$ cat config.mk
export PLATFORM = sky130hd
export DESIGN_NAME = cal_enhance_regs
export DESIGN_NICKNAME = d
export VERILOG_FILES = /design/src/logic/empty_placeholder_none.sv /design/src/logic/slic_cal_pkg.sv /design/src/logic/tone_tick_gen.sv /design/src/logic/cal_enhance_regs.sv
export VERILOG_INCLUDE_DIRS = /design/src /design/src/logic
export SDC_FILE = /design/constraint.sdc
export NUM_CORES = 1
export LEC_CHECK = 0
export BUFFER_PORTS_ARGS = -buffer_cell sky130_fd_sc_hd__buf_2
export CORE_MARGIN = 1.5
export CORE_UTILIZATION = 55
export CTS_BUF_LIST = sky130_fd_sc_hd__clkbuf_16
export DETAILED_ROUTE_END_ITERATION = 16
export GPL_TIMING_DRIVEN = 0
export MAX_ROUTING_LAYER = met4
export PLACE_DENSITY = 0.75
export RECOVER_POWER = 50
export SYNTH_ARGS = -nofsm -noshare
export SYNTH_HDL_FRONTEND = slang
export SYNTH_SLANG_ARGS = --single-unit
$ cat constraint.sdc
create_clock -name clk -period 9.6 [get_ports clk]
set_input_delay 1.92 -clock clk [delete_from_list [all_inputs] [get_ports clk]]
set_output_delay 1.92 -clock clk [all_outputs]
set_load 0.01 [all_outputs]
$ cat src/logic/slic_cal_defs.svh
// register offsets, field layouts, reset values and timing counts
`ifndef SLIC_CAL_DEFS_SVH
`define SLIC_CAL_DEFS_SVH

// ****************************************************************
// register offsets
// ****************************************************************
`define TIP_MISMATCH_ADDR 8'h63
`define DIFF_GAIN_ADDR 8'h64
`define CM_GAIN_ADDR 8'h65
`define LIMIT_CAL_ADDR 8'h66
`define MONITOR_OFFSET_ADDR 8'h67
`define CONVERTER_OFFSET_ADDR 8'h68
`define AUDIO_DAC_OFFSET_ADDR 8'h69
`define BALANCE_ADDR 8'h6A
`define PEAK_MONITOR_ADDR 8'h6B
`define ENHANCE_ADDR 8'h6C

// ****************************************************************
// reset values
// ****************************************************************
`define TIP_MISMATCH_RST 5'h10
`define DIFF_GAIN_RST 5'h00
`define CM_GAIN_RST 5'h11
`define LIMIT_CAL_RST 4'h8
`define MONITOR_OFFSET_RST 8'h00
`define CONVERTER_OFFSET_RST 4'h0
`define AUDIO_DAC_OFFSET_RST 8'h00
`define BALANCE_RST 6'h00
`define PEAK_MONITOR_RST 4'h8
`define ENHANCE_RST 8'h00

// ****************************************************************
// enhancement enable bit positions and writable mask
// ****************************************************************
`define ENH_LIMIT_BOOST 7
`define ENH_TONE_ENHANCE 6
`define ENH_SPEEDUP 5
`define ENH_EXT_REF 4
`define ENH_VOLTAGE_CLOSURE 2
`define ENH_SQUELCH 1
`define ENH_HYSTERESIS 0
`define ENH_WRITE_MASK 8'hF7

// ****************************************************************
// analog offset bit positions
// ****************************************************************
`define DAC_OFFSET_POS_BIT 3
`define DAC_OFFSET_NEG_BIT 2
`define ADC_OFFSET_POS_BIT 1
`define ADC_OFFSET_NEG_BIT 0

// ****************************************************************
// loop current limits in mA
// ****************************************************************
`define LIMIT_BASE_MA 6'h14
`define LIMIT_STEP_MA 6'h03
`define LIMIT_BOOST_MA 6'h29

// ****************************************************************
// timing
// ****************************************************************
`define CLK_HZ 100000000
`define CLK_MHZ 100
`define TONE_NORMAL_HZ 8000
`define TONE_FSK_HZ 24000
`define BOOST_TIME_US 1000

`endif

$ cat src/logic/empty_placeholder_none.sv
// intentionally minimal: no further design logic

$ cat src/logic/slic_cal_pkg.sv
// types shared by the calibration and enhancement register bank
package slic_cal_pkg;

  typedef enum logic {boost_idle, boost_hold} boost_state_type;

  typedef struct packed {
    logic [4:0] tip_mismatch_result;
    logic [4:0] diff_gain_result;
    logic [4:0] cm_gain_result;
    logic [3:0] limit_cal_result;
    logic [7:0] monitor_offset;
    logic [3:0] converter_offset;
    logic [7:0] audio_dac_offset_value;
    logic [5:0] longitudinal_balance_result;
    logic [3:0] peak_monitor_result;
    logic [7:0] enhance;
    logic [7:0] rdata;
    logic rvalid;
    boost_state_type boost;
    logic [16:0] boost_cnt;
    logic [5:0] limit_ma;
    logic loop_closed;
  } bank_state_type;

  typedef struct packed {
    logic [13:0] cnt;
    logic tick;
  } tick_state_type;

endpackage

$ cat src/logic/tone_tick_gen.sv
// tone generator sample tick at normal or enhanced rate
`timescale 1ns/100ps
`include "slic_cal_defs.svh"

module tone_tick_gen (
  input wire logic clk,
  input wire logic rst,
  input wire logic fast,
  input wire logic [13:0] normal_div,
  input wire logic [13:0] fast_div,
  output logic tick
);

  slic_cal_pkg::tick_state_type q;
  slic_cal_pkg::tick_state_type d;

  // ****************************************************************
  // divider
  // ****************************************************************
  always_comb begin
    d = q;
    d.tick = 1'b0;
    if (q.cnt == 14'h0000) begin
      d.cnt = fast ? fast_div - 14'h0001 : normal_div - 14'h0001;
      d.tick = 1'b1;
    end else begin
      d.cnt = q.cnt - 14'h0001;
    end
  end

  always_ff @(posedge clk or posedge rst) begin
    if (rst) begin
      q <= '0;
    end else begin
      q <= d;
    end
  end

  assign tick = q.tick;
endmodule

$ cat src/logic/cal_enhance_regs.sv
// calibration result and enhancement enable register bank
`timescale 1ns/100ps
`include "slic_cal_defs.svh"

module cal_enhance_regs #(
  parameter int NORMAL_DIV = `CLK_HZ / `TONE_NORMAL_HZ,
  parameter int FSK_DIV = `CLK_HZ / `TONE_FSK_HZ,
  parameter int BOOST_CYCLES = `BOOST_TIME_US * `CLK_MHZ
) (
  input wire logic clk,
  input wire logic rst,
  input wire logic [7:0] reg_addr,
  input wire logic reg_wr,
  input wire logic reg_rd,
  input wire logic [7:0] reg_wdata,
  output logic [7:0] reg_rdata,
  output logic reg_rvalid,
  input wire logic ring_burst_end,
  input wire logic [2:0] programmed_loop_limit,
  input wire logic linefeed_reversal_bit,
  input wire logic loop_current_closed,
  input wire logic loop_voltage_closed,
  output logic [5:0] loop_limit_ma,
  output logic limit_boost_active,
  output logic tone_tick,
  output logic osc_timer_tick,
  output logic tone_rate_fast,
  output logic fsk_registers_select,
  output logic converter_speedup,
  output logic impedance_ext_ref,
  output logic dc_squelch,
  output logic closure_hysteresis,
  output logic loop_closed
);

  slic_cal_pkg::bank_state_type q;
  slic_cal_pkg::bank_state_type d;
  logic fsk_active;
  logic boost_next;

  // ****************************************************************
  // register writes, reads and enhancement state
  // ****************************************************************
  always_comb begin
    d = q;
    d.rvalid = 1'b0;
    if (reg_wr) begin
      case (reg_addr)
        `TIP_MISMATCH_ADDR: d.tip_mismatch_result = reg_wdata[4:0];
        `DIFF_GAIN_ADDR: d.diff_gain_result = reg_wdata[4:0];
        `CM_GAIN_ADDR: d.cm_gain_result = reg_wdata[4:0];
        `LIMIT_CAL_ADDR: d.limit_cal_result = reg_wdata[3:0];
        `MONITOR_OFFSET_ADDR: d.monitor_offset = reg_wdata;
        `CONVERTER_OFFSET_ADDR: d.converter_offset = reg_wdata[3:0];
        `AUDIO_DAC_OFFSET_ADDR: d.audio_dac_offset_value = reg_wdata;
        `BALANCE_ADDR: d.longitudinal_balance_result = reg_wdata[5:0];
        `PEAK_MONITOR_ADDR: d.peak_monitor_result = reg_wdata[3:0];
        `ENHANCE_ADDR: d.enhance = reg_wdata & `ENH_WRITE_MASK;
        default: d.enhance = d.enhance;
      endcase
    end
    if (reg_rd) begin
      d.rvalid = 1'b1;
      case (reg_addr)
        `TIP_MISMATCH_ADDR: d.rdata = {3'h0, q.tip_mismatch_result};
        `DIFF_GAIN_ADDR: d.rdata = {3'h0, q.diff_gain_result};
        `CM_GAIN_ADDR: d.rdata = {3'h0, q.cm_gain_result};
        `LIMIT_CAL_ADDR: d.rdata = {4'h0, q.limit_cal_result};
        `MONITOR_OFFSET_ADDR: d.rdata = q.monitor_offset;
        `CONVERTER_OFFSET_ADDR: d.rdata = {4'h0, q.converter_offset};
        `AUDIO_DAC_OFFSET_ADDR: d.rdata = q.audio_dac_offset_value;
        `BALANCE_ADDR: d.rdata = {2'h0, q.longitudinal_balance_result};
        `PEAK_MONITOR_ADDR: d.rdata = {4'h0, q.peak_monitor_result};
        `ENHANCE_ADDR: d.rdata = q.enhance;
        default: d.rdata = 8'h00;
      endcase
    end

    case (q.boost)
      slic_cal_pkg::boost_idle: begin
        if (ring_burst_end && q.enhance[`ENH_LIMIT_BOOST]) begin
          d.boost = slic_cal_pkg::boost_hold;
          d.boost_cnt = 17'(BOOST_CYCLES - 1);
        end
      end
      slic_cal_pkg::boost_hold: begin
        if (!d.enhance[`ENH_LIMIT_BOOST]) begin
          d.boost = slic_cal_pkg::boost_idle;
        end else if (ring_burst_end) begin
          d.boost_cnt = 17'(BOOST_CYCLES - 1);
        end else if (q.boost_cnt == 17'h00000) begin
          d.boost = slic_cal_pkg::boost_idle;
        end else begin
          d.boost_cnt = q.boost_cnt - 17'h00001;
        end
      end
      default: d.boost = slic_cal_pkg::boost_idle;
    endcase

    boost_next = (d.boost == slic_cal_pkg::boost_hold) &&
                 d.enhance[`ENH_LIMIT_BOOST];
    if (boost_next) begin
      d.limit_ma = `LIMIT_BOOST_MA;
    end else begin
      d.limit_ma = `LIMIT_BASE_MA +
                   ({3'h0, programmed_loop_limit} * `LIMIT_STEP_MA);
    end

    d.loop_closed = q.enhance[`ENH_VOLTAGE_CLOSURE] ?
                    loop_voltage_closed : loop_current_closed;
  end

  always_ff @(posedge clk or posedge rst) begin
    if (rst) begin
      q.tip_mismatch_result <= `TIP_MISMATCH_RST;
      q.diff_gain_result <= `DIFF_GAIN_RST;
      q.cm_gain_result <= `CM_GAIN_RST;
      q.limit_cal_result <= `LIMIT_CAL_RST;
      q.monitor_offset <= `MONITOR_OFFSET_RST;
      q.converter_offset <= `CONVERTER_OFFSET_RST;
      q.audio_dac_offset_value <= `AUDIO_DAC_OFFSET_RST;
      q.longitudinal_balance_result <= `BALANCE_RST;
      q.peak_monitor_result <= `PEAK_MONITOR_RST;
      q.enhance <= `ENHANCE_RST;
      q.rdata <= 8'h00;
      q.rvalid <= 1'b0;
      q.boost <= slic_cal_pkg::boost_idle;
      q.boost_cnt <= 17'h00000;
      q.limit_ma <= `LIMIT_BASE_MA;
      q.loop_closed <= 1'b0;
    end else begin
      q <= d;
    end
  end

  // ****************************************************************
  // tone clock and feature outputs
  // ****************************************************************
  // fast only with reversal
  assign fsk_active = q.enhance[`ENH_TONE_ENHANCE] && linefeed_reversal_bit;

  tone_tick_gen tick_gen (
    .clk(clk),
    .rst(rst),
    .fast(fsk_active),
    .normal_div(14'(NORMAL_DIV)),
    .fast_div(14'(FSK_DIV)),
    .tick(tone_tick)
  );

  assign osc_timer_tick = tone_tick;
  assign tone_rate_fast = fsk_active;
  assign fsk_registers_select = fsk_active;
  assign converter_speedup = q.enhance[`ENH_SPEEDUP];
  assign impedance_ext_ref = q.enhance[`ENH_EXT_REF];
  assign dc_squelch = q.enhance[`ENH_SQUELCH];
  assign closure_hysteresis = q.enhance[`ENH_HYSTERESIS];
  assign limit_boost_active = (q.boost == slic_cal_pkg::boost_hold) &&
                              q.enhance[`ENH_LIMIT_BOOST];
  assign loop_limit_ma = q.limit_ma;
  assign loop_closed = q.loop_closed;
  assign reg_rdata = q.rdata;
  assign reg_rvalid = q.rvalid;
endmodule

After elaboration in Yosys (flattened, before gate mapping)

Cells that the tools add are included.

$add $sub $neg: 3
$mul: 1
Equality and inequality tests: 13
Multiplexer cells: 17
Bitwise logic cells: 1
Reduce and logical (&&, ||, !) cells: 17

Operators by type and width:

| cell                                                                  | number |
|---|---|
| 8-bit by 7-bit == test with 1-bit output (second input constant)      | 10 |
| 8-bit one-hot mux with 10 select lines                                | 1 |
| 17-bit two-way mux                                                    | 3 |
| 18-bit one-hot mux with 2 select lines                                | 1 |
| 14-bit two-way mux                                                    | 2 |
| 2-bit AND reduction                                                   | 10 |
| 18-bit two-way mux                                                    | 1 |
| 17-bit zero test                                                      | 1 |
| 17-bit by 1-bit subtractor with 17-bit output (second input constant) | 1 |
| 8-bit two-way mux                                                     | 2 |
| 14-bit zero test                                                      | 1 |
| 14-bit by 1-bit subtractor with 14-bit output (second input constant) | 1 |
| 5-bit by 5-bit adder with 6-bit output (first input constant)         | 1 |
| 1-bit two-way mux                                                     | 6 |
| 6-bit two-way mux                                                     | 1 |
| 3-bit by 2-bit multiplier with 5-bit output (second input constant)   | 1 |
| 1-bit logical AND                                                     | 4 |
| 3-bit != test (second input constant)                                 | 1 |
| 3-bit AND reduction                                                   | 1 |
| 2-bit by 1-bit != test with 1-bit output (second input constant)      | 1 |
| 2-bit != test (second input constant)                                 | 1 |
| 1-bit inverter                                                        | 1 |

Bits in registers: 105
Output and inout port bits: 25

Longest topological paths before layout

Word-level depth: 7
Gate-level depth with buffers: 8
Gate-level depth less buffers: 7

By module

From an unflattened synthesis, not the netlist that was laid out.

Cell total of the unflattened synthesis: 537
Area, all modules: 5868.1 um2

By module, submodules not included:

| module           | instances | cells an instance | area an instance (um2) | sequential area each (um2) |
|---|---|---|---|---|
| cal_enhance_regs | 1         | 421               | 4712.0                 | 2260.9 |
| tone_tick_gen    | 1         | 116               | 1156.1                 | 375.4 |

Worst setup path before layout

OpenSTA, ideal clock, no wires.

Path kind: in2out
From: input linefeed_reversal_bit
To: output tone_rate_fast
Arrival time: 2235 ps
Slack: 5445 ps
Cell stages on the path: 2
Buffers on the path: 1
Cells stage by stage: and2_1 > buf_4

Cells in the longest elaborated chain, start to end: 1

Ends and longest elaborated chain:

| what              | RTL line                | text |
|---|---|---|
| from (decl)       | cal_enhance_regs.sv:20  | `input wire logic linefeed_reversal_bit,` |
| 1-bit logical AND | cal_enhance_regs.sv:140 | `` assign fsk_active = q.enhance[`ENH_TONE_ENHANCE] && linefeed_reversal_bit; `` |
| to (decl)         | cal_enhance_regs.sv:27  | `output logic tone_rate_fast,` |

Every way passes these cells.

==> flow_summary.json <==
{
  "status": "complete, but fails checks",
  "violations": "max-capacitance violations, max-slew violations",
  "synth_top_flop_cell": "dfrtp_1",
  "ys_top_cells_by_count": "98 x dfrtp_1, 60 x mux2_2, 22 x inv_1, 22 x nor2_1, 18 x nand2_1",
  "io_pins": 52,
  "fin_cells": 649,
  "cp-start-kind": "input pin",
  "synth_fp_nets": 494,
  "drt-met1-wl_um": 5110,
  "antenna_found_initial": 0,
  "routed-wl-met2_um": 5660,
  "end_kind": "asynchronous set/reset pin",
  "path_class": "input pin to asynchronous set/reset pin",
  "routedWlPerCell_um": 18.0,
  "cts_buffers": 9,
  "drtAntennaViolNets": 0,
  "start_util_pct": 56.9,
  "antenna_cells": 0,
  "die-area_sq_um": 10200,
  "clockRootBuffer": "clkbuf_16",
  "tightest_slew_ns": 3.00,
  "maxCapViolations": 2,
  "fin_util_pct": 64.1,
  "syn_avg_cell_area_sq_um": 11.5,
  "synth_area_leaders": "dfrtp_1 47%, mux2_2 13%, dfstp_2 3.5%",
  "yosysSeqAreaShare_pct": 50.1,
  "setup_viol": 0,
  "core-area_sq_um": 9240,
  "dieHeight_um": 101,
  "cts_tree": "built",
  "row_count": 35,
  "fin_crit_sh_pct": 58.8,
  "clock-sinks": 105,
  "nNetsFinal": 551,
  "power-per-cell-area_nw_per_um2": 158,
  "p_leak_nw": 2.72,
  "dp_cells": 633,
  "vias": 3870,
  "relSlewSlack_pct": -99.9,
  "ctsResizeCount": 0,
  "final_layout_size_suffix_gt1_share_pct": 31.9,
  "io_buffers": 45,
  "dp_hpwl_um": 8190,
  "yosys.area.top_type_share_pct": 46.6,
  "ir_worst_vdd_mv": 0.185,
  "grt.overflow.total": 0,
  "cts_setup_buffers": 0,
  "syn_to_final_growth_pct": 12.6,
  "async_flop_share_pct": 100,
  "hold_buffers": 0,
  "yosysWarnings": 0,
  "synth_most_common_cell": "dfrtp_1",
  "clk_pin_slew_worst_paths_ns": 0.07,
  "initialDrtViolationCount": 264,
  "yosys.area.top_type": "dfrtp_1",
  "drtPass1Iterations": 5,
  "cts_htree_levels": 3,
  "hold_ws_ns": 0.488,
  "grt_use_total_pct": 25.7,
  "synth_area_sq_um": 5260,
  "drc": 0,
  "synthCells": 458,
  "worst_ep_arrival_time_ns": 5.44,
  "post-route-min-period_ns": 5.64,
  "path_max_fanout": 58,
  "hp-class": "flop to flop",
  "synth_edf_count": 0,
  "routed_wl_um": 11700,
  "clock-skew-final_ns": 0.00926,
  "cp.required_ns": 9.39,
  "ys_ff_latch": 105,
  "final.setup.tns_ns": 0,
  "grt_start_max_net_pins": 59,
  "grt_pass1_vias": 3745,
  "globalplace.congestion": 0.894,
  "fmax_ghz": 0.177,
  "die_w_um": 101,
  "hold_viol": 0,
  "clkLatencyLatePin_ns": 0.34,
  "highest_layer": "met4",
  "clockBufferDepth": 2,
  "wl_met3_um": 745,
  "synth.distinct_cells": 62,
  "final-max-slew-violation-count": 108,
  "via_per_inst": 5.96,
  "grt_pass1_wl_um": 19300,
  "rsz0062_at_grt": "false"
}
-- cell type report --
type | count | area (sq um)
Tap cell | 129 | 161
Buffer | 35 | 198
Multi-Input combinational cell | 296 | 2310
Clock inverter | 7 | 77.6
Timing Repair Buffer | 46 | 228
Inverter | 22 | 83.8
Sequential cell | 105 | 2640
Fill cell | 746 | 3320
Clock buffer | 9 | 225
-- registers in the layout, indices dropped and copies added, names as in the netlist --
signal and cells:
q 70, reg_rvalid 1, reg_rdata 8, dc_squelch 1
closure_hysteresis 1, tick_gen.tick 1, tick_gen.q 14, loop_limit_ma 6
converter_speedup 1, loop_closed 1, impedance_ext_ref 1
-- per-layer routing --
layer / global-route usage (%) / up-vias
met4: 6.07 / 0
met1: 35.4 / 1924
met5: - / -
li1: - / 1774
met3: 5.83 / 16
met2: 39.0 / 156
-- worst max-delay path, cell delays in order --
cell and delay, ns:
buf_2 0.10, clkinvlp_2 1.17, clkbuf_1 2.19
-- metrics by stage --
stage | worst slack (ns) | area (sq um) | power (mW)
floorplan | 4.93 | 5260 | 0.548
global placement | 3.78 | 5650 | 0.572
detailed placement | 5.03 | 5680 | 0.579
CTS | 5.26 | 5980 | 0.946
global route | 3.02 | 5920 | 0.979
finish | 3.96 | 5920 | 0.937
-- path summary, 6_finish.rpt --
| path | startpoint | to | slack (ns) | cells past startpoint |
|---|---|---|---|---|
| worst max-delay path | rst | tick_gen.q[9] | 3.96 | 3 |
| worst min-delay path | tick_gen.q[1] | tick_gen.q[1] | 0.49 | 1 |
| worst max register to register | tick_gen.q[7] | tick_gen.q[3] | 7.01 | 5 |
| worst min register to register | tick_gen.q[1] | tick_gen.q[1] | 0.49 | 1 |
| max in group clk | linefeed_reversal_bit | tone_rate_fast | 5.26 | 4 |
| min in group asynchronous | rst | q[13] | 2.11 | 2 |
-- placed cells by master, fill, tap and decap left out, types with 3 or more instances in the layout --
cell        netlist  final
dfrtp_1          98     98
mux2_2           60     60
buf_2             5     49
nor2_1           22     22
inv_1            22     21
nand2_1          18     18
buf_4            16     16
nor3_1           13     15
nand3_1          13     13
o31ai_1          12     12
a21oi_1          11     12
o21ai_0          12     12
clkbuf_1          7     10
o22ai_1          10     10
clkbuf_16         0      9
nor2b_1           8      8
or3_1             8      8
ha_1              8      8
and2_1            7      7
xnor2_1           7      7
a22oi_1           7      7
dfstp_2           7      7
buf_1             6      6
mux4_2            6      6
or2_2             5      5
a22o_1            5      5
nor4_1            4      4
nand2b_1          4      4
or4_1             2      3
nand4_1           3      3
mux2i_1           3      3
o22a_1            3      3
a31oi_1           3      3
o41ai_1           3      3
a21oi_2           4      3
a221oi_1          3      3
clkinvlp_4        0      3
-- power breakdown --
part           leakage, nW  switching [mW]  internal [mW]
Clock                0.140           0.164          0.204
Sequential            1.38          0.0162          0.465
Combinational         1.20          0.0491         0.0390
Total                 2.72           0.229          0.708
-- logic make-up (layout without fill, tap and decap cells) --
family	after synthesis	count (layout)	share of synthesized area, %
and+or+nand+nor	123	123	13.1
DFF	105	105	50.1
AOI/OAI and AO/OA	87	87	11.7
muxes	69	69	16.0
buffers and inverters	57	119	5.47
adders and majority gates	9	9	2.28
xor gates and xnor gates	8	8	1.33
Power figures use the tool's default switching activity.
